**config.mk**
```make
export PLATFORM = sky130hd
export DESIGN_NAME = dsp_board_top
export DESIGN_NICKNAME = d
export VERILOG_FILES = /design/src/dsp_pkg.sv /design/src/dsp_board_top.sv /design/src/dsp_rate_tick.sv /design/src/dsp_skid_buf.sv
export VERILOG_INCLUDE_DIRS = /design/src
export SDC_FILE = /design/constraint.sdc
export NUM_CORES = 1
export LEC_CHECK = 0
export BUFFER_PORTS_ARGS = -buffer_cell sky130_fd_sc_hd__buf_4
export CORE_MARGIN = 2
export CORE_UTILIZATION = 30
export DETAILED_ROUTE_END_ITERATION = 8
export PLACE_DENSITY = 0.43
export SETUP_SLACK_MARGIN = 0.1
export SYNTH_ARGS = -nofsm -noshare
export SYNTH_HDL_FRONTEND = slang
export SYNTH_SLANG_ARGS = --single-unit
export TNS_END_PERCENT = 50
```
**constraint.sdc**
```tcl
create_clock -name ref_clk_i -period 8.2 [get_ports ref_clk_i]
set_input_delay 1.64 -clock ref_clk_i [delete_from_list [all_inputs] [get_ports ref_clk_i]]
set_output_delay 1.64 -clock ref_clk_i [all_outputs]
set_load 0.01 [all_outputs]
```
**src/dsp_cfg.svh**
```systemverilog
// Constants for the dual serial port board: field positions, resets, timing.
// Included by bare name from dsp_board_top.
`ifndef DSP_CFG_SVH
`define DSP_CFG_SVH
// Register select within a port, address bit 0
`define DSP_RS_CTRL 1'b0
`define DSP_RS_DATA 1'b1
// Status bit positions
`define DSP_ST_RXF 0
`define DSP_ST_TXE 1
`define DSP_ST_DCD 2
`define DSP_ST_CTS 3
`define DSP_ST_FE  4
`define DSP_ST_OVR 5
`define DSP_ST_PE  6
`define DSP_ST_IRQ 7
// Control fields
`define DSP_CT_DIV 1:0
`define DSP_CT_FMT 4:2
`define DSP_CT_TXC 6:5
`define DSP_CT_RIE 7
// Divide codes and transmit control codes
`define DSP_DIV_16   2'h1
`define DSP_DIV_64   2'h2
`define DSP_DIV_MRST 2'h3
`define DSP_TXC_IE   2'h1
`define DSP_TXC_BRK  2'h3
// Control reset value: port held in master reset
`define DSP_CTRL_RST 8'h03
// Read wait state, least time rounded up to cycles
`define DSP_CLK_MHZ  50
`define DSP_WAIT_NS  500
`define DSP_WAIT_CYC ((`DSP_WAIT_NS * `DSP_CLK_MHZ + 999) / 1000)
`endif

```
**src/dsp_pkg.sv**
```systemverilog
// Types shared by the dual serial port board modules.
// No dependencies.
package dsp_pkg;
  // Serial shift engine states, used by transmitter and receiver
  typedef enum logic [2:0] {SER_IDLE, SER_START, SER_DATA, SER_PAR, SER_STOP} dsp_ser_st_t;
  // One bus or character byte
  typedef logic [7:0] dsp_byte_t;
endpackage

```
**src/dsp_board_top.sv**
```systemverilog
// Dual serial port board: bus decode, read wait state and two serial ports.
// Assumes CPU bus signals synchronous to ref_clk_i and serial lines at logic level.
//
// Summary of operation
// - Receive full sets on character transfer
// - Receive full clears on read, reset, carrier
// - Transmit empty low until transmission starts
// - Carrier loss sets bit and interrupt
// - Carrier bit latched until status, data read
// - CTS bit mirrors input, inhibits transmit empty
// - Framing fault on missing first stop
// - Overrun on second unread character
// - Overrun shown after prior character read
// - Data read or reset clears overrun
// - Parity fault held with its character
// - No-parity formats send and check none
// - Status bit seven mirrors interrupt output
// - Board selected on address and I/O
// - A1 picks port, A0 picks register
// - Access strobe from write or read strobe
// - Writes select port, direction line low
// - Reads stall bus ready 500 ns
// - Wait acknowledge releases; reads only
// - Power-on clear clears wait flip-flop
// - Control bits 1:0 divide or reset
// - Control bits 4:2 character format
// - Control bits 7:5 RTS, interrupts, break
`timescale 1ns/100ps
`include "dsp_cfg.svh"

module dsp_board_top #(
  parameter int RATE_DIV = 326  // Reference clocks per rate tick
) (
  // Clock and reset
  input  wire logic               ref_clk_i,
  input  wire logic               reset_n_i,
  input  wire logic               power_on_clear_i,
  // Board address jumpers, matched against A7-A2
  input  wire logic [5:0]         board_addr_i,
  // CPU I/O bus
  input  wire logic [7:0]         addr_i,
  input  wire dsp_pkg::dsp_byte_t data_i,
  input  wire logic               io_read_status_i,
  input  wire logic               io_write_status_i,
  input  wire logic               data_in_strobe_i,
  input  wire logic               write_strobe_n_i,
  input  wire logic               wait_acknowledge_i,
  output dsp_pkg::dsp_byte_t      data_o,
  output logic                    data_oe_o,
  output logic                    rw_n_o,
  output logic                    bus_ready_line_o,
  // Serial side, one bit per port
  input  wire logic [1:0]         rxd_i,
  input  wire logic [1:0]         cts_n_i,
  input  wire logic [1:0]         dcd_n_i,
  output logic [1:0]              txd_o,
  output logic [1:0]              rts_n_o,
  output logic [1:0]              irq_n_o
);
  import dsp_pkg::*;

  ////////////////////////////////////////////////////////////////////////////////
  // Helpers

  // Bit length in rate ticks for a divide code
  function automatic logic [6:0] bit_len(input logic [1:0] div);
    case (div)
      `DSP_DIV_16: bit_len = 7'h10;
      `DSP_DIV_64: bit_len = 7'h40;
      default:     bit_len = 7'h01;
    endcase
  endfunction

  // Parity present in this format
  function automatic logic fmt_par_en(input logic [2:0] fmt);
    fmt_par_en = (fmt != 3'h4) && (fmt != 3'h5);
  endfunction

  // Two stop bits in this format
  function automatic logic fmt_stop2(input logic [2:0] fmt);
    fmt_stop2 = (fmt == 3'h0) || (fmt == 3'h1) || (fmt == 3'h4);
  endfunction

  // Index of the last data bit: 7 or 8 data bits
  function automatic logic [2:0] fmt_last(input logic [2:0] fmt);
    fmt_last = fmt[2] ? 3'h7 : 3'h6;
  endfunction

  ////////////////////////////////////////////////////////////////////////////////
  // Bus decode and access strobe

  localparam logic [4:0] WAIT_CYC = 5'(`DSP_WAIT_CYC);

  logic      board_select_n;  // Low while this board is addressed
  logic      port_chip_select; // Selected port
  logic      register_select;  // Control/status or data
  logic      access_strobe;   // Register access window
  logic      strobe_q;        // Strobe one cycle late, for edges
  logic      rd_pulse;        // First cycle of a read access
  logic      wr_pulse;        // First cycle of a write access
  logic      rd_sel;          // Board addressed by an input cycle
  logic      rd_sel_q;        // Previous rd_sel
  logic [4:0] wait_cnt;       // Cycles left in the least wait
  logic      rate_tick;       // Shared 16x rate clock tick
  dsp_byte_t status [2];      // Assembled status words
  dsp_byte_t rx_hold [2];     // Receive holding registers
  dsp_byte_t ctrl [2];        // Control registers

  // address match with an I/O cycle
  assign board_select_n = !((addr_i[7:2] == board_addr_i) && (io_read_status_i || io_write_status_i));
  assign port_chip_select = addr_i[1];
  assign register_select  = addr_i[0];
  assign access_strobe = !board_select_n && (data_in_strobe_i || !write_strobe_n_i);
  assign rd_pulse = access_strobe && !strobe_q && io_read_status_i && data_in_strobe_i;
  assign wr_pulse = access_strobe && !strobe_q && io_write_status_i && !write_strobe_n_i;
  assign rd_sel   = !board_select_n && io_read_status_i;

  // Strobe edge tracking; one register effect per machine cycle
  always_ff @(posedge ref_clk_i) begin
    if (!reset_n_i) begin
      strobe_q <= 1'b0;
    end else begin
      strobe_q <= access_strobe;
    end
  end

  // Read data, driver enable and direction line
  always_ff @(posedge ref_clk_i) begin
    if (!reset_n_i) begin
      data_o    <= 8'h00;
      data_oe_o <= 1'b0;
      rw_n_o    <= 1'b1;
    end else begin
      data_oe_o <= rd_sel;
      rw_n_o    <= !(!board_select_n && io_write_status_i);
      if (rd_sel) begin
        data_o <= register_select ? rx_hold[port_chip_select] : status[port_chip_select];
      end
    end
  end

  // Wait flip-flop; hold off the CPU so address settles before data is read.
  // The ready line stays low at least the least time even if acknowledge is early.
  always_ff @(posedge ref_clk_i) begin
    if (!reset_n_i || power_on_clear_i) begin
      bus_ready_line_o <= 1'b1;
      wait_cnt         <= 5'h00;
      rd_sel_q         <= 1'b0;
    end else begin
      rd_sel_q <= rd_sel;
      if (rd_sel && !rd_sel_q) begin
        bus_ready_line_o <= 1'b0;
        wait_cnt         <= WAIT_CYC - 5'h01;
      end else if (!bus_ready_line_o) begin
        if (wait_cnt != 5'h00) begin
          wait_cnt <= wait_cnt - 5'h01;
        end else if (wait_acknowledge_i) begin
          bus_ready_line_o <= 1'b1;
        end
      end
    end
  end

  // Shared rate clock for both ports
  dsp_rate_tick #(.RATE_DIV(RATE_DIV)) u_rate (
    .ref_clk_i (ref_clk_i),
    .reset_n_i (reset_n_i),
    .tick_o    (rate_tick)
  );

  ////////////////////////////////////////////////////////////////////////////////
  // Serial ports

  for (genvar g = 0; g < 2; g++) begin : g_port
    logic        here;      // This port addressed
    logic        wr_ctl;    // Control write
    logic        wr_dat;    // Data write
    logic        rd_st;     // Status read
    logic        rd_dat;    // Data read
    logic        mrst;      // Master reset held
    logic [2:0]  fmt;       // Character format
    logic [6:0]  len;       // Bit length in ticks
    logic        buf_rdy;   // Holding stage has room
    logic        buf_valid; // Character waiting to send
    dsp_byte_t   buf_data;  // Character waiting to send
    logic        tx_take;   // Transmitter free
    logic        tx_end;    // End of a transmit bit
    dsp_ser_st_t tx_st;
    logic [6:0]  tx_ph;
    logic [2:0]  tx_idx;
    logic        tx_par;
    logic        tx_two;    // Second stop bit still to send
    dsp_byte_t   tx_sh;
    dsp_ser_st_t rx_st;
    logic [6:0]  rx_ph;
    logic [2:0]  rx_idx;
    logic        rx_par;    // Received parity bit
    dsp_byte_t   rx_sh;
    logic        rx_mid;    // Middle of start bit
    logic        rx_end;    // Sample point of later bits
    logic        rx_done;   // Character complete at first stop
    dsp_byte_t   rx_data;
    logic        rx_pe;
    logic        rx_holding_full;      // Receive full
    logic        ovr_pend;  // Overrun waiting behind a good char
    logic        ovr_vis;   // Overrun shown in status
    logic        fe;
    logic        pe;
    logic        rd_frees;  // Data read empties holding register
    logic        dcd_lat;   // Carrier loss latch
    logic        dcd_seen;  // Status read while carrier bit set
    logic        tx_holding_empty;
    logic        irq;

    assign here   = (port_chip_select == 1'(g));
    assign wr_ctl = wr_pulse && here && (register_select == `DSP_RS_CTRL);
    assign wr_dat = wr_pulse && here && (register_select == `DSP_RS_DATA);
    assign rd_st  = rd_pulse && here && (register_select == `DSP_RS_CTRL);
    assign rd_dat = rd_pulse && here && (register_select == `DSP_RS_DATA);
    assign mrst   = (ctrl[g][`DSP_CT_DIV] == `DSP_DIV_MRST);
    assign fmt    = ctrl[g][`DSP_CT_FMT];
    assign len    = bit_len(ctrl[g][`DSP_CT_DIV]);

    // Control register; reset leaves the port in master reset
    always_ff @(posedge ref_clk_i) begin
      if (!reset_n_i) begin
        ctrl[g] <= `DSP_CTRL_RST;
      end else if (wr_ctl) begin
        ctrl[g] <= data_i;
      end
    end

    // Transmit holding stage; a full stage drops further writes
    dsp_skid_buf #(.WIDTH(8), .DEPTH(2)) u_tx_buf (
      .ref_clk_i   (ref_clk_i),
      .reset_n_i   (reset_n_i),
      .clr_i       (mrst),
      .in_valid_i  (wr_dat),
      .in_ready_o  (buf_rdy),
      .in_data_i   (data_i),
      .out_valid_o (buf_valid),
      .out_ready_i (tx_take),
      .out_data_o  (buf_data)
    );

    assign tx_take = (tx_st == SER_IDLE) && !mrst;
    assign tx_end  = rate_tick && (tx_ph == len - 7'h01);

    // Transmit shifter
    always_ff @(posedge ref_clk_i) begin
      if (!reset_n_i || mrst) begin
        tx_st  <= SER_IDLE;
        tx_ph  <= 7'h00;
        tx_idx <= 3'h0;
        tx_par <= 1'b0;
        tx_two <= 1'b0;
        tx_sh  <= 8'h00;
      end else begin
        if ((tx_st == SER_IDLE) || tx_end) begin
          tx_ph <= 7'h00;
        end else if (rate_tick) begin
          tx_ph <= tx_ph + 7'h01;
        end
        unique case (tx_st)
          SER_IDLE: if (buf_valid) begin
            tx_sh  <= buf_data;
            tx_par <= fmt[0];
            tx_idx <= 3'h0;
            tx_st  <= SER_START;
          end
          SER_START: if (tx_end) begin
            tx_st <= SER_DATA;
          end
          SER_DATA: if (tx_end) begin
            tx_par <= tx_par ^ tx_sh[0];
            tx_sh  <= tx_sh >> 1;
            tx_idx <= tx_idx + 3'h1;
            tx_two <= fmt_stop2(fmt);
            if (tx_idx == fmt_last(fmt)) begin
              tx_st <= fmt_par_en(fmt) ? SER_PAR : SER_STOP;
            end
          end
          SER_PAR: if (tx_end) begin
            tx_st <= SER_STOP;
          end
          SER_STOP: if (tx_end) begin
            if (tx_two) begin
              tx_two <= 1'b0;
            end else begin
              tx_st <= SER_IDLE;
            end
          end
        endcase
      end
    end

    // Line drivers: data, break and request-to-send
    always_ff @(posedge ref_clk_i) begin
      if (!reset_n_i) begin
        txd_o[g]   <= 1'b1;
        rts_n_o[g] <= 1'b1;
      end else begin
        rts_n_o[g] <= ctrl[g][6];
        if (ctrl[g][`DSP_CT_TXC] == `DSP_TXC_BRK) begin
          txd_o[g] <= 1'b0;
        end else begin
          unique case (tx_st)
            SER_START: txd_o[g] <= 1'b0;
            SER_DATA:  txd_o[g] <= tx_sh[0];
            SER_PAR:   txd_o[g] <= tx_par;
            SER_IDLE,
            SER_STOP:  txd_o[g] <= 1'b1;
          endcase
        end
      end
    end

    assign rx_mid  = rate_tick && (rx_ph == (len >> 1));
    assign rx_end  = rate_tick && (rx_ph == len - 7'h01);
    assign rx_done = (rx_st == SER_STOP) && rx_end;
    assign rx_data = fmt[2] ? rx_sh : {1'b0, rx_sh[7:1]};
    assign rx_pe   = fmt_par_en(fmt) && (^rx_data ^ rx_par ^ fmt[0]);

    // Receive shifter; keeps running through an overrun so framing holds
    always_ff @(posedge ref_clk_i) begin
      if (!reset_n_i || mrst) begin
        rx_st  <= SER_IDLE;
        rx_ph  <= 7'h00;
        rx_idx <= 3'h0;
        rx_par <= 1'b0;
        rx_sh  <= 8'h00;
      end else begin
        if ((rx_st == SER_IDLE) || ((rx_st == SER_START) && rx_mid) || rx_end) begin
          rx_ph <= 7'h00;
        end else if (rate_tick) begin
          rx_ph <= rx_ph + 7'h01;
        end
        unique case (rx_st)
          SER_IDLE: if (!rxd_i[g]) begin
            rx_st <= SER_START;
          end
          // A start bit gone high by mid bit was noise
          SER_START: if (rx_mid) begin
            rx_st  <= rxd_i[g] ? SER_IDLE : SER_DATA;
            rx_idx <= 3'h0;
          end
          SER_DATA: if (rx_end) begin
            rx_sh  <= {rxd_i[g], rx_sh[7:1]};
            rx_idx <= rx_idx + 3'h1;
            if (rx_idx == fmt_last(fmt)) begin
              rx_st <= fmt_par_en(fmt) ? SER_PAR : SER_STOP;
            end
          end
          SER_PAR: if (rx_end) begin
            rx_par <= rxd_i[g];
            rx_st  <= SER_STOP;
          end
          SER_STOP: if (rx_end) begin
            rx_st <= SER_IDLE;
          end
        endcase
      end
    end

    // A read frees the holding register unless it only uncovers an overrun
    assign rd_frees = rd_dat && !(ovr_pend && !ovr_vis);

    // Receive holding register and its flags; a new character beats a clear
    always_ff @(posedge ref_clk_i) begin
      if (!reset_n_i || mrst) begin
        rx_holding_full       <= 1'b0;
        ovr_pend   <= 1'b0;
        ovr_vis    <= 1'b0;
        fe         <= 1'b0;
        pe         <= 1'b0;
        rx_hold[g] <= 8'h00;
      end else begin
        if (rd_dat) begin
          if (ovr_vis) begin
            ovr_vis <= 1'b0;
            rx_holding_full    <= 1'b0;
          end else if (ovr_pend) begin
            ovr_vis  <= 1'b1;
            ovr_pend <= 1'b0;
          end else begin
            rx_holding_full <= 1'b0;
          end
        end
        if (rx_done) begin
          if (!rx_holding_full || rd_frees) begin
            rx_holding_full       <= 1'b1;
            rx_hold[g] <= rx_data;
            fe         <= !rxd_i[g];
            pe         <= rx_pe;
          end else begin
            ovr_pend <= 1'b1;
          end
        end
      end
    end

    // Carrier loss latch
    always_ff @(posedge ref_clk_i) begin
      if (!reset_n_i) begin
        dcd_lat  <= 1'b0;
        dcd_seen <= 1'b0;
      end else begin
        if (dcd_n_i[g]) begin
          dcd_lat <= 1'b1;
        end else if (mrst || (rd_dat && dcd_seen)) begin
          dcd_lat <= 1'b0;
        end
        if (mrst || rd_dat) begin
          dcd_seen <= 1'b0;
        end else if (rd_st && dcd_lat) begin
          dcd_seen <= 1'b1;
        end
      end
    end

    assign tx_holding_empty = !buf_valid && buf_rdy && !cts_n_i[g];
    assign irq  = (ctrl[g][`DSP_CT_RIE] && (rx_holding_full || ovr_vis || dcd_lat)) ||
                  ((ctrl[g][`DSP_CT_TXC] == `DSP_TXC_IE) && tx_holding_empty);

    // Interrupt output
    always_ff @(posedge ref_clk_i) begin
      if (!reset_n_i) begin
        irq_n_o[g] <= 1'b1;
      end else begin
        irq_n_o[g] <= !irq;
      end
    end

    // Status word assembly
    always_comb begin
      status[g] = 8'h00;
      status[g][`DSP_ST_RXF] = rx_holding_full && !dcd_n_i[g];
      status[g][`DSP_ST_TXE] = tx_holding_empty;
      status[g][`DSP_ST_DCD] = dcd_lat;
      status[g][`DSP_ST_CTS] = cts_n_i[g];
      status[g][`DSP_ST_FE]  = fe;
      status[g][`DSP_ST_OVR] = ovr_vis;
      status[g][`DSP_ST_PE]  = pe;
      status[g][`DSP_ST_IRQ] = !irq_n_o[g];
    end
  end
endmodule // dsp_board_top

```
**src/dsp_rate_tick.sv**
```systemverilog
// Rate tick generator: one pulse per period of the 16x serial rate clock.
// Assumes the board crystal is represented by ref_clk_i divided down.
`timescale 1ns/100ps

module dsp_rate_tick #(
  parameter int RATE_DIV = 326  // Reference clocks per rate tick
) (
  // Clock and reset
  input  wire logic ref_clk_i,
  input  wire logic reset_n_i,
  // Tick out
  output logic      tick_o
);
  logic [15:0] cnt;  // Prescale counter

  // Free-running prescaler
  always_ff @(posedge ref_clk_i) begin
    if (!reset_n_i) begin
      cnt    <= 16'h0000;
      tick_o <= 1'b0;
    end else if (cnt == 16'(RATE_DIV - 1)) begin
      cnt    <= 16'h0000;
      tick_o <= 1'b1;
    end else begin
      cnt    <= cnt + 16'h0001;
      tick_o <= 1'b0;
    end
  end
endmodule // dsp_rate_tick

```
**src/dsp_skid_buf.sv**
```systemverilog
// Small FIFO with valid/ready on both sides, used as the transmit holding stage.
// Assumes one clock; clr_i empties it (master reset of the port).
`timescale 1ns/100ps

module dsp_skid_buf #(
  parameter int WIDTH = 8,  // Word width
  parameter int DEPTH = 2   // Entries
) (
  // Clock and reset
  input  wire logic             ref_clk_i,
  input  wire logic             reset_n_i,
  input  wire logic             clr_i,
  // Fill side
  input  wire logic             in_valid_i,
  output logic                  in_ready_o,
  input  wire logic [WIDTH-1:0] in_data_i,
  // Drain side
  output logic                  out_valid_o,
  input  wire logic             out_ready_i,
  output logic [WIDTH-1:0]      out_data_o
);
  localparam int AW = (DEPTH > 1) ? $clog2(DEPTH) : 1;
  logic [WIDTH-1:0] mem [DEPTH];  // Storage
  logic [AW-1:0]    wr_ptr;       // Next write slot
  logic [AW-1:0]    rd_ptr;       // Oldest entry
  logic [AW:0]      count;        // Entries held
  logic             push;
  logic             pop;

  // Pointer advance with wrap, for any depth
  function automatic logic [AW-1:0] bump(input logic [AW-1:0] p);
    bump = (p == AW'(DEPTH - 1)) ? '0 : p + AW'(1);
  endfunction

  assign in_ready_o  = (count != (AW+1)'(DEPTH));
  assign out_valid_o = (count != '0);
  assign out_data_o  = mem[rd_ptr];
  assign push        = in_valid_i && in_ready_o;
  assign pop         = out_valid_o && out_ready_i;

  // Storage write, no reset needed on data
  always_ff @(posedge ref_clk_i) begin
    if (push) begin
      mem[wr_ptr] <= in_data_i;
    end
  end

  // Pointers and fill count
  always_ff @(posedge ref_clk_i) begin
    if (!reset_n_i || clr_i) begin
      wr_ptr <= '0;
      rd_ptr <= '0;
      count  <= '0;
    end else begin
      if (push) begin
        wr_ptr <= bump(wr_ptr);
      end
      if (pop) begin
        rd_ptr <= bump(rd_ptr);
      end
      if (push && !pop) begin
        count <= count + (AW+1)'(1);
      end else if (pop && !push) begin
        count <= count - (AW+1)'(1);
      end
    end
  end
endmodule // dsp_skid_buf
```
# Word-level counts from Yosys, hierarchy flattened
# Memory sizes are Yosys's and may differ from the RTL's. A register that Yosys moved wholly into a read port is not among the register bits.
# Index checks and enable logic that the tools add are counted.
# totals
regBits	153
ramBits	64
inputBits	36
output_inout_bits	17
word_cells	494
memories	4
# mem_list
name	words	word_bits	rd	rd_ports_with_merged_regs	wr	line	source
ctrl	2	8	2	0	2	dsp_board_top.sv:107	dsp_byte_t ctrl [2];
g_port[0].u_tx_buf.mem	2	8	1	1	1	dsp_skid_buf.sv:23	logic [WIDTH-1:0] mem [DEPTH];
g_port[1].u_tx_buf.mem	2	8	1	1	1	dsp_skid_buf.sv:23	
rx_hold	2	8	1	0	2	dsp_board_top.sv:106	dsp_byte_t rx_hold [2];
# classes
n_addsub	20
order_cmp	1
n_eq_ne	75
muxes	151
n_bitwise	15
reduce_logical	170
# op_table
operator	count
$mux 8	14
$mux 3	36
$mux 1	74
$logic_and 1x1->1	64
$pmux 3 s5	4
$ne 2x2->1 const B	28
$pmux 8 s2	2
$logic_not 1->1	29
$add 7x1->7 const B	4
$eq 7x7->1	4
$pmux 7 s2	2
$logic_or 1x1->1	27
$reduce_bool 2->1	13
$eq 3x2->1 const B	8
$pmux 3 s2	4
$reduce_or 2->1	10
$eq 3x1->1 const B	6
$eq 3x3->1 const B	6
$logic_not 3->1	6
$reduce_and 3->1	6
$add 16x1->16 const B	1
$eq 16x9->1 const B	1
$reduce_and 2->1	8
$reduce_xor 8->1	2
other kinds (25)	73

# Longest topological paths before layout
# Gate-level depths: netlist (run 1).
# depth
ltp_word	15
depth_mapped	9
ltp_nobuf	9

# Cells and area by module
# From an unflattened synthesis (run 1), not the netlist that was laid out.
# hier_totals
hier_cells	1055
hier_area_um2	10421.2
# modules_own_cells
module	instances	cells_per_inst	area_per_inst_um2
dsp_board_top	1	871	8034.0
dsp_skid_buf	2	50	812.0
dsp_rate_tick	1	84	763.2

# Least setup slack after synthesis (run 1)
# OpenSTA, ideal clock, no wires.
# synth_timing
path_type	input-to-reg
startpoint	in board_addr_i[2]
endpoint	reg g_port[0].u_tx_buf.count[1]
t_arrival_ns	3.688
required_ns	8.130
setup_slack_ns	4.441
cell_stages	8
cell_sequence	xor2_1 > nor4_2 > nand2_1 > or4_1 > inv_1 > ha_1 > or3_1 > a21oi_1
# synth_via
elab_chain_len	12
elab_cells_between_ends	14
classes_between	eq/ne: 1; mux: 1; reduce/logical: 12
# synth_lines
item	line	source
start: declaration	dsp_board_top.sv:39	input wire logic [5:0] board_addr_i,
$eq 6x6->1 *	dsp_board_top.sv:110	assign board_select_n = !((addr_i[7:2] == board_addr_i) && (io_read_status_i || io_write_status_i));
$logic_and 1x1->1 *	dsp_board_top.sv:110	
$logic_and 1x1->1 *	dsp_board_top.sv:113	assign access_strobe = !board_select_n && (data_in_strobe_i || !write_strobe_n_i);
$logic_and 1x1->1 * (3 in a row)	dsp_board_top.sv:115	assign wr_pulse = access_strobe && !strobe_q && io_write_status_i && !write_strobe_n_i;
$logic_and 1x1->1 * (2 in a row)	dsp_board_top.sv:217	assign wr_dat = wr_pulse && here && (register_select == `DSP_RS_DATA);
$logic_and 1x1->1 *	dsp_skid_buf.sv:38	assign push = in_valid_i && in_ready_o;
net g_port[0].u_tx_buf.push	dsp_skid_buf.sv:27	logic push;
$logic_not 1->1	dsp_skid_buf.sv:63	end else if (pop && !push) begin
$logic_and 1x1->1	dsp_skid_buf.sv:63	
$reduce_bool 2->1 (no source line)	--	
end signal: assignment	dsp_skid_buf.sv:62	count <= count + (AW+1)'(1);
end signal: assignment	dsp_skid_buf.sv:64	count <= count - (AW+1)'(1);
end: declaration	dsp_skid_buf.sv:26	logic [AW:0] count;
# The timed path passes the listed nets; every way through them passes the cells marked *.
# A chain may end at the register's enable or synchronous reset.

==> flow_summary.ini, run 1 <==
[layout]
final_util_pct = 35.59
filler_instances = 3481
n_antenna_cell = 0
multi_input_area_um2 = 4995
final_cells = 1579
layout-area-overhead-vs-synth_pct = 16.49
post_route_cells_drive_above_1_share_pct = 10.61
nets_final = 1171
layout.area.seq_um2 = 5025

[cts]
root_buffer = clkbuf_16
clock_insertion_delay_worst_skew_ps = 530
post-cts-setup-buffer-count = 0
post_cts_resize_count = 0
tritoncts = yes
cts_hold_buf = 0
cts_made_buffers = 27
cts.path.max_buffers = 3
tritoncts_num_sinks = 219
worst_setup_hold_path_clk_slew_ps = 60
htree_num_levels = 1

[global_routing]
groute.usage.overall_pct = 14.21
grt_max_degree = 40
grt-ovfl-total = 0
grt_pass1_vias = 7324
grt_first_pass_wirelength_um = 40850
grt_antenna_before_repair = 0

[pwr]
worst_ir_drop_vdd_v = 0.0001369
pwr_density_cell_nw_per_um2 = 208.0
leakage_nw = 4.160

[synthesis]
synthMostInstantiatedCell = dfxtp_1
synth_top_flop_cell = dfxtp_1
synthesis.area_um2 = 10300
synth_commonest_cells = dfxtp_1 (155), nor2_1 (153), nand2_1 (86)
synth_top_area_share_pct = 30.13
synth_cell_types = 74
yosysTopAreaCell = dfxtp_1
synthesis.yosys.warnings = 0
synth_nets = 1128
synth_top_cells_by_area = dfxtp_1 (30%), edfxtp_1 (19%), mux2i_1 (6.0%), nor2_1 (5.6%), xnor2_1 (3.9%)
async_flop_share_pct = 0
synthCells = 1068
synth_seq_cells = 219
seq_area_frac_synth_pct = 48.80
synth-edff-count = 64
synth.avg_cell_area_um2 = 9.642

[job]
max-cap-violations = 0

[min_path]
hp-class = reg -> reg

[place]
place.port_buffers = 52
dp_hpwl_um = 17700
globalplace.congestion = 0.7784
dp_cells = 1530

[worst_setup_path]
critical_path_required_ps = 8380
critical_path.cell_chain = buf_4, xor2_1, nor4_2, nand4_1, a2111oi_4, nand2b_1
crit_path_top_delay_cell = a2111oi_4
endpoint_kind = flip-flop
timing.critical_path.from_type = primary input
timing.critical_path.fanout_max = 8
cp_data_arrival_time_ps = 3890
slowest_delay_ps = 620
crit_type = in -> reg
timing.critical_path.max_delay_family = simple AND/OR/NAND/NOR gates
timing.critical_path.buf_inv = 1

[floorplanning]
io_pins = 53
die-area_um2 = 35820
fp.coreArea_um2 = 33700
die_height_um = 189.3
floorplan.initialDensity_pct = 30.56
std_cell_rows = 67
die_width_um = 189.3

[timing]
timing_max_transition_violations_final = 0
count_of_endpoints_failing_setup_in_the_final_report = 0
clock_skew_ps = 19.38
max-slew-margin-rel_pct = 31.00
fin_crit_ps = 3709
final_min_period_over_clock_period_pct = 45.23
timing.fmax_mhz = 269.6
tightestPinTransition_ps = 1035
hold_viol_final = 0
setup_repair_after_global_routing_missed_its_margin = false
finalSetupTns_ps = 0

[detailed_routing]
first_drt_pass_iteration_count = 4
via_count = 7472
drt_iter0_drc = 353
detail_route.vias_per_cell = 4.732
final_routed_wire_length_divided_by_cell_count_um = 15.92
totalWireLength_um = 25130
detail_route.drc_violations = 0
antenna_left = 0

[outcome]
run_status = completed
-- through the flow --
stage	setup WS (ps)	power [W]	hold slack [ps]	cell area, um2
detailed placement	3939	0.001378	447.3	11150
CTS	4495	0.002539	455.3	12000
global placement	3971	0.001379	443.0	11150
floorplan	4441	0.001308	429.0	10300
finish	4491	0.002496	453.3	12000
global route	4379	0.002603	468.5	12000
-- cell usage in the layout (no fill, tap or decap), types with 39 or more instances in the layout --
master | Yosys | layout
a21oi_1 | 65 | 65
nor2_1 | 153 | 153
o21ai_0 | 46 | 45
xor2_1 | 39 | 39
dfxtp_1 | 155 | 155
nand2_1 | 86 | 86
xnor2_1 | 46 | 46
mux2i_1 | 62 | 62
edfxtp_1 | 64 | 64
buf_4 | 1 | 62
-- power breakdown --
part           switching, W  leakage (nW)  internal (W)
Sequential        0.0000324          1.87       0.00114
Combinational      0.000106          1.87     0.0000761
Clock              0.000454         0.421      0.000689
Total              0.000592          4.16       0.00190
-- layout make-up --
cell class / count / share of cell area (%)
sequential: 219 / 41.89
multi-input combinational: 774 / 41.64
clock buffer: 36 / 6.165
tap: 448 / 4.673
timing repair buffer: 62 / 3.880
clock inverter: 13 / 0.9075
inverter: 27 / 0.8449
-- logic make-up after synthesis --
group	count (synthesis)	synth area share (%)
flops	219	48.80
fa+ha+maj	24	2.916
buf+inv	75	2.819
mux	68	7.230
xor+xnor	86	7.448
compound gates	188	11.60
simple gates	408	19.19
-- registers in the layout (all words and copies together) (netlist names), 8 cells and up, named ones only --
signal               count
g_port.u_tx_buf.mem     32
g_port.rx_ph            14
g_port.tx_ph            14
g_port.tx_sh            16
u_rate.cnt              16
g_port.rx_sh            16
data_o                   8
ctrl                    16
rx_hold                 16
-- worst reg2reg max path: stages, from the launching register on --
cell and delay, ps:
edfxtp_1 450, inv_1 90, ha_1 350, or4_4 530, a2111oi_4 970, o21ai_0 250
a32oi_1 200, nor2_1 50
-- per-layer routing --
layer,vias to the layer above,global-route usage [%],wire length (um)
met3,24,2.410,863
met4,0,2.743,376
met2,73,23.50,11770
met5,-,0,0
li1,3851,-,-
met1,3524,19.62,12120
-- final timing paths --
kind                            slack (ps)                   to          startpoint  cells after the start
worst min register to register         450   g_port[1].tx_sh[2]  g_port[1].tx_sh[2]                      2
worst min-delay path                   450   g_port[1].tx_sh[2]  g_port[1].tx_sh[2]                      2
worst max register to register        5180  g_port[1].rx_idx[1]          ctrl[1][0]                      7
worst max-delay path                  4490        rx_hold[1][0]     board_addr_i[2]                      6
(Power assumes the default switching activity.)
==> run 2: changes to the inputs <==
- PLACE_DENSITY: 0.43 -> 0.44
- clock period: 8.2 -> 3.3 ns (I/O delays scaled with it)
==> run 2 against run 1 <==
  * Routed wire length increased by 2.6%
  * Largest cell class unchanged
  * Combinational power increased to 2.6 times the previous value
  * Clock skew decreased by 2.0 ps
  * Largest power group unchanged
  * Non-clock buffer count increased by 18
  * Via count increased by 2.5%
  * Clock power increased to 2.5 times the previous value
  * Global-route usage increased by 0.34 points
  * Count of clock-buffer cells in the layout decreased by 2
  * Register-to-register slack got worse by 4600 ps
  * Sequential share of layout area decreased by 0.54 points
==> flow_summary.ini, run 2 (synthesis results as in run 1) <==
[global_routing]
grt_max_degree = 26
grt-ovfl-total = 0
grt_antenna_before_repair = 0
grt_pass1_vias = 7455
grt_first_pass_wirelength_um = 41720
groute.usage.overall_pct = 14.55

[floorplanning]
fp.coreArea_um2 = 33700
std_cell_rows = 67
die_width_um = 189.3
io_pins = 53
die_height_um = 189.3
floorplan.initialDensity_pct = 30.56
die-area_um2 = 35820

[timing]
max-slew-margin-rel_pct = 38.80
hold_viol_final = 0
count_of_endpoints_failing_setup_in_the_final_report = 0
timing_max_transition_violations_final = 0
tightestPinTransition_ps = 903.7
clock_skew_ps = 17.38
finalSetupTns_ps = 0
timing.fmax_mhz = 365.3
final_min_period_over_clock_period_pct = 82.96
setup_repair_after_global_routing_missed_its_margin = false
fin_crit_ps = 2738

[worst_setup_path]
rr_startpoint = ctrl[1][0]
r2r_setup_slack_ps = 560
slowest_delay_ps = 530
setup.worst_path.start = ctrl[1][0]
crit_type = reg -> reg
timing.critical_path.from_type = flip-flop
worstSetupEndpoint = rx_hold[1][0]
r2r_cells = 6
timing.critical_path.fanout_max = 8
critical_path.cell_chain = inv_1, ha_1, or4_4, a211o_1, a2111oi_4, nand2b_1
endpoint_kind = flip-flop
crit_path_top_delay_cell = or4_4
cp_data_arrival_time_ps = 2920
rr_endpoint = rx_hold[1][0]
critical_path_required_ps = 3490

[layout]
filler_instances = 3475
layout-area-overhead-vs-synth_pct = 18.02
n_antenna_cell = 0
final_cell_area_um2 = 12150
final_cells = 1598
layout_common_cells = dfxtp_1 (155), nor2_1 (153), nand2_1 (86), buf_4 (80), a21oi_1 (65)
top_register = g_port.u_tx_buf.mem
largest_reg_flops = 32
nets_final = 1189
mostFrequentLayoutCell = dfxtp_1
post_route_cells_drive_above_1_share_pct = 12.61

[detailed_routing]
final_routed_wire_length_divided_by_cell_count_um = 16.13
via_count = 7662
antenna_left = 0
first_drt_pass_iteration_count = 5
drt_iter0_drc = 337
totalWireLength_um = 25780
detail_route.drc_violations = 0
detail_route.vias_per_cell = 4.795

[job]
max-cap-violations = 0

[cts]
post_cts_resize_count = 0
root_buffer = clkbuf_16
clock_insertion_delay_worst_skew_ps = 540
worst_setup_hold_path_clk_slew_ps = 60
cts_hold_buf = 0
htree_num_levels = 1
tritoncts = yes
cts.path.max_buffers = 3
cts_made_buffers = 27
tritoncts_num_sinks = 219
post-cts-setup-buffer-count = 0

[place]
dp_hpwl_um = 18290
placedInstanceArea_um2 = 11280
globalplace.congestion = 0.7641
place.port_buffers = 52
dp_cells = 1548

[pwr]
pwr_density_cell_nw_per_um2 = 514.3
finalPower_w = 0.006250
leakage_nw = 4.267
worst_ir_drop_vdd_v = 0.0003168

[min_path]
hp-class = in -> reg

[outcome]
run_status = completed
run 2: changes by cell type in the layout (fill, tap and decap cells not counted), sizes merged:
cell	previous run	this run
clkinvlp	0	1
buf	62	80
clkbuf	36	34
bufinv	2	1
inv	27	28
clkinv	11	13
run 2: per-layer routing:
layer	up-vias	part of all wire [%]	wire length (um)	GRT usage, %
met5	-	0	0	0
met4	0	1.3	331	3.220
met3	26	3.2	833	1.983
met2	88	47	12070	24.15
met1	3670	49	12550	20.15
li1	3878	-	-	-
run 2: critical path, delay by kind of cell (launching register included):
family / cells / cell delay (ps)
flops: 1 / 390
compound gates: 2 / 670
fa+ha+maj: 1 / 340
buf+inv: 1 / 70
simple gates: 2 / 930
run 2: power by group:
part           switching [W]  internal (W)  leakage (nW)
sequential         0.0000735       0.00283          1.87
combinational       0.000272      0.000197          1.96
clock                0.00117       0.00171         0.439
total                0.00152       0.00473          4.27
run 2: worst min-delay path by stage:
stage	startpoint	end	slack [ps]	cells after the start
after floorplan	g_port[0].fe	g_port[0].fe	430	2
after global placement	g_port[1].tx_sh[5]	g_port[1].tx_sh[5]	440	2
after detailed placement	g_port[1].tx_sh[5]	g_port[1].tx_sh[5]	450	2
after CTS	io_write_status_i	rw_n_o	320	2
after global routing	io_write_status_i	rw_n_o	330	2
final	io_write_status_i	rw_n_o	340	2
run 2: final cells by class:
type	count	area (um2)	area share [%]
Clock buffer	34	763.2	6.280
Inverter	27	101.3	0.8339
Sequential cell	219	5025	41.35
Clock inverter	16	107.6	0.8854
Timing Repair Buffer	80	600.6	4.942
Tap cell	448	560.5	4.612
Multi-Input combinational cell	774	4995	41.10
run 2: through the flow:
| stage | hold WS (ps) | setup WS [ps] | utilization (%) |
|---|---|---|---|
| 5_1_grt | 327.6 | 430.3 | 36.06 |
| 3_3_place_gp | 442.3 | 186.0 | 33.48 |
| 6_report | 344.8 | 562.4 | 36.06 |
| 3_5_place_dp | 445.7 | 185.3 | 33.48 |
| 2_1_floorplan | 429.0 | 521.4 | - |
| 4_1_cts | 324.6 | 545.0 | 36.06 |
==> run 3: changes to the inputs <==
- clock period: 3.3 -> 2.3 ns (I/O delays scaled with it)
==> run 3 against run 2 <==
  * The flow now finishes with violations (negative setup slack)
  * First-iteration DRC count down 10%
  * Clock skew is 3.4 ps lower
  * Routed wire length grew 2.5%
  * Sequential share of layout area shrank 3.0 points
  * Critical path depth fell by 1
  * Die area unchanged
  * Largest power group is now the clock network
==> flow_summary.ini, run 3 (synthesis results as in run 1) <==
[floorplanning]
std_cell_rows = 67
io_pins = 53
die-area_um2 = 35820
fp.coreArea_um2 = 33700
die_width_um = 189.3
floorplan.initialDensity_pct = 30.56
die_height_um = 189.3

[worst_setup_path]
timing.critical_path.max_delay_family = compound AO/OA/AOI/OAI gates
slowest_delay_ps = 510
timing.critical_path.buf_inv = 0
cp_data_arrival_time_ps = 2800
timing.critical_path.fanout_max = 5
r2r_cells = 5
r2r_setup_slack_ps = -80
rr_endpoint = g_port[0].pe
critical_path_required_ps = 2720
crit_type = reg -> reg
endpoint_kind = flip-flop
timing.critical_path.from_type = flip-flop
crit_path_top_delay_cell = edfxtp_1
rr_startpoint = ctrl[0][1]
critical_path.cell_chain = ha_4, or4_4, a21o_4, a2111o_1, o41ai_2

[layout]
n_antenna_cell = 0
filler_instances = 3473
largest_reg_flops = 32
mostFrequentLayoutCell = dfxtp_1
top_register = g_port.u_tx_buf.mem
layout_common_cells = dfxtp_1 (155), nor2_1 (140), buf_4 (133), nand2_1 (85), edfxtp_1 (64)
final_cells = 1665
final_util_pct = 38.88
layout-area-overhead-vs-synth_pct = 27.23
final_cell_area_um2 = 13100
multi_input_area_um2 = 5281
post_route_cells_drive_above_1_share_pct = 21.94
nets_final = 1257
layout.area.seq_um2 = 5025

[global_routing]
grt-ovfl-total = 0
grt_pass1_vias = 7851
grt_first_pass_wirelength_um = 43050
grt_antenna_before_repair = 0
groute.usage.overall_pct = 14.92
grt_max_degree = 40

[timing]
tightestPinTransition_ps = 741.3
final_min_period_over_clock_period_pct = 103.4
timing_max_transition_violations_final = 0
clock_skew_ps = 14.02
hold_viol_final = 0
timing.fmax_mhz = 420.6
count_of_endpoints_failing_setup_in_the_final_report = 21
postLayoutSetupSlackWorst_ps = -77.82
fin_crit_ps = 2378
max-slew-margin-rel_pct = 50.48
setup_repair_after_global_routing_missed_its_margin = true

[place]
dp_hpwl_um = 19070
place.port_buffers = 52
placedInstanceArea_um2 = 11880
dp_cells = 1613
dp_slack_ps = -227.2
globalplace.congestion = 0.7743

[pwr]
pwr_density_cell_nw_per_um2 = 717.9
leakage_nw = 4.669
worst_ir_drop_vdd_v = 0.0004839

[detailed_routing]
drt_iter0_drc = 302
detail_route.drc_violations = 0
totalWireLength_um = 26440
via_count = 7893
first_drt_pass_iteration_count = 4
detail_route.vias_per_cell = 4.741
final_routed_wire_length_divided_by_cell_count_um = 15.88
antenna_left = 0

[cts]
cts_made_buffers = 26
htree_num_levels = 1
tritoncts_num_sinks = 219
worst_setup_hold_path_clk_slew_ps = 60
clock_insertion_delay_worst_skew_ps = 530
tritoncts = yes
cts.path.max_buffers = 3
root_buffer = clkbuf_16

[min_path]
hp-class = in -> reg
min_from = io_write_status_i
timing.hold.worst_path_depth = 2
whs_endpoint = rw_n_o

[outcome]
run_status = complete, but fails checks
violations = negative setup slack

[job]
max-cap-violations = 0
[run 3: cell types whose count changed in the layout (fill, tap and decap cells not counted), sizes merged]
cell / change
clkinvlp: +4
buf: +69
bufinv: +3
inv: -1
clkbuf: -3
clkinv: -5
[run 3: what timing repair did]
action	in CTS	in global routing
endpoints found under the setup margin	89	104
resized for setup	31	33
buffers inserted	2	2
hold buffers	0	0
pin swaps	26	28
[run 3: cell type report]
| type | instances | area share [%] |
|---|---|---|
| multi-input cells | 774 | 40.31 |
| inverters | 27 | 0.7736 |
| clock buffers | 31 | 5.596 |
| repair buffers | 149 | 9.130 |
| well taps | 448 | 4.278 |
| flip-flops and latches | 219 | 38.35 |
| clock inverters | 17 | 1.557 |
[run 3: how the worst max path moves through the flow]
stage,startpoint,endpoint,slack [ps],depth (start not counted)
after floorplan,ctrl[1][0],rx_hold[1][0],-160,6
after CTS,ctrl[0][1],rx_hold[0][6],-60,5
final,ctrl[0][1],g_port[0].pe,-80,5
after global placement,board_addr_i[3],g_port[0].u_tx_buf.count[1],-220,11
after global routing,ctrl[0][1],g_port[0].fe,-160,6
after detailed placement,board_addr_i[3],g_port[0].u_tx_buf.count[1],-230,11
[run 3: metrics by stage]
stage          TNS, ps  power [W]  hold slack [ps]
6_report        -961.6   0.009406            168.3
5_1_grt          -3550   0.009792            158.7
4_1_cts         -924.4   0.009544            148.4
3_5_place_dp     -7355   0.005029            445.5
3_3_place_gp     -7146   0.005032            443.0
2_1_floorplan    -1538   0.004674            429.0
[run 3: report_power, final]
group	internal (W)	total, W	switching, W	leakage (nW)
combinational	0.000380	0.000839	0.000459	2.36
clock	0.00273	0.00443	0.00169	0.446
sequential	0.00405	0.00414	0.0000863	1.87
total	0.00717	0.00941	0.00224	4.67
[run 3: layer usage]
| layer | share of wire, % | vias to the layer above | global-route usage, % |
|---|---|---|---|
| met5 | 0 | - | 0 |
| li1 | - | 4024 | - |
| met1 | 49 | 3759 | 20.77 |
| met2 | 46 | 81 | 24.30 |
| met3 | 2.8 | 29 | 2.113 |
| met4 | 2.4 | 0 | 3.906 |
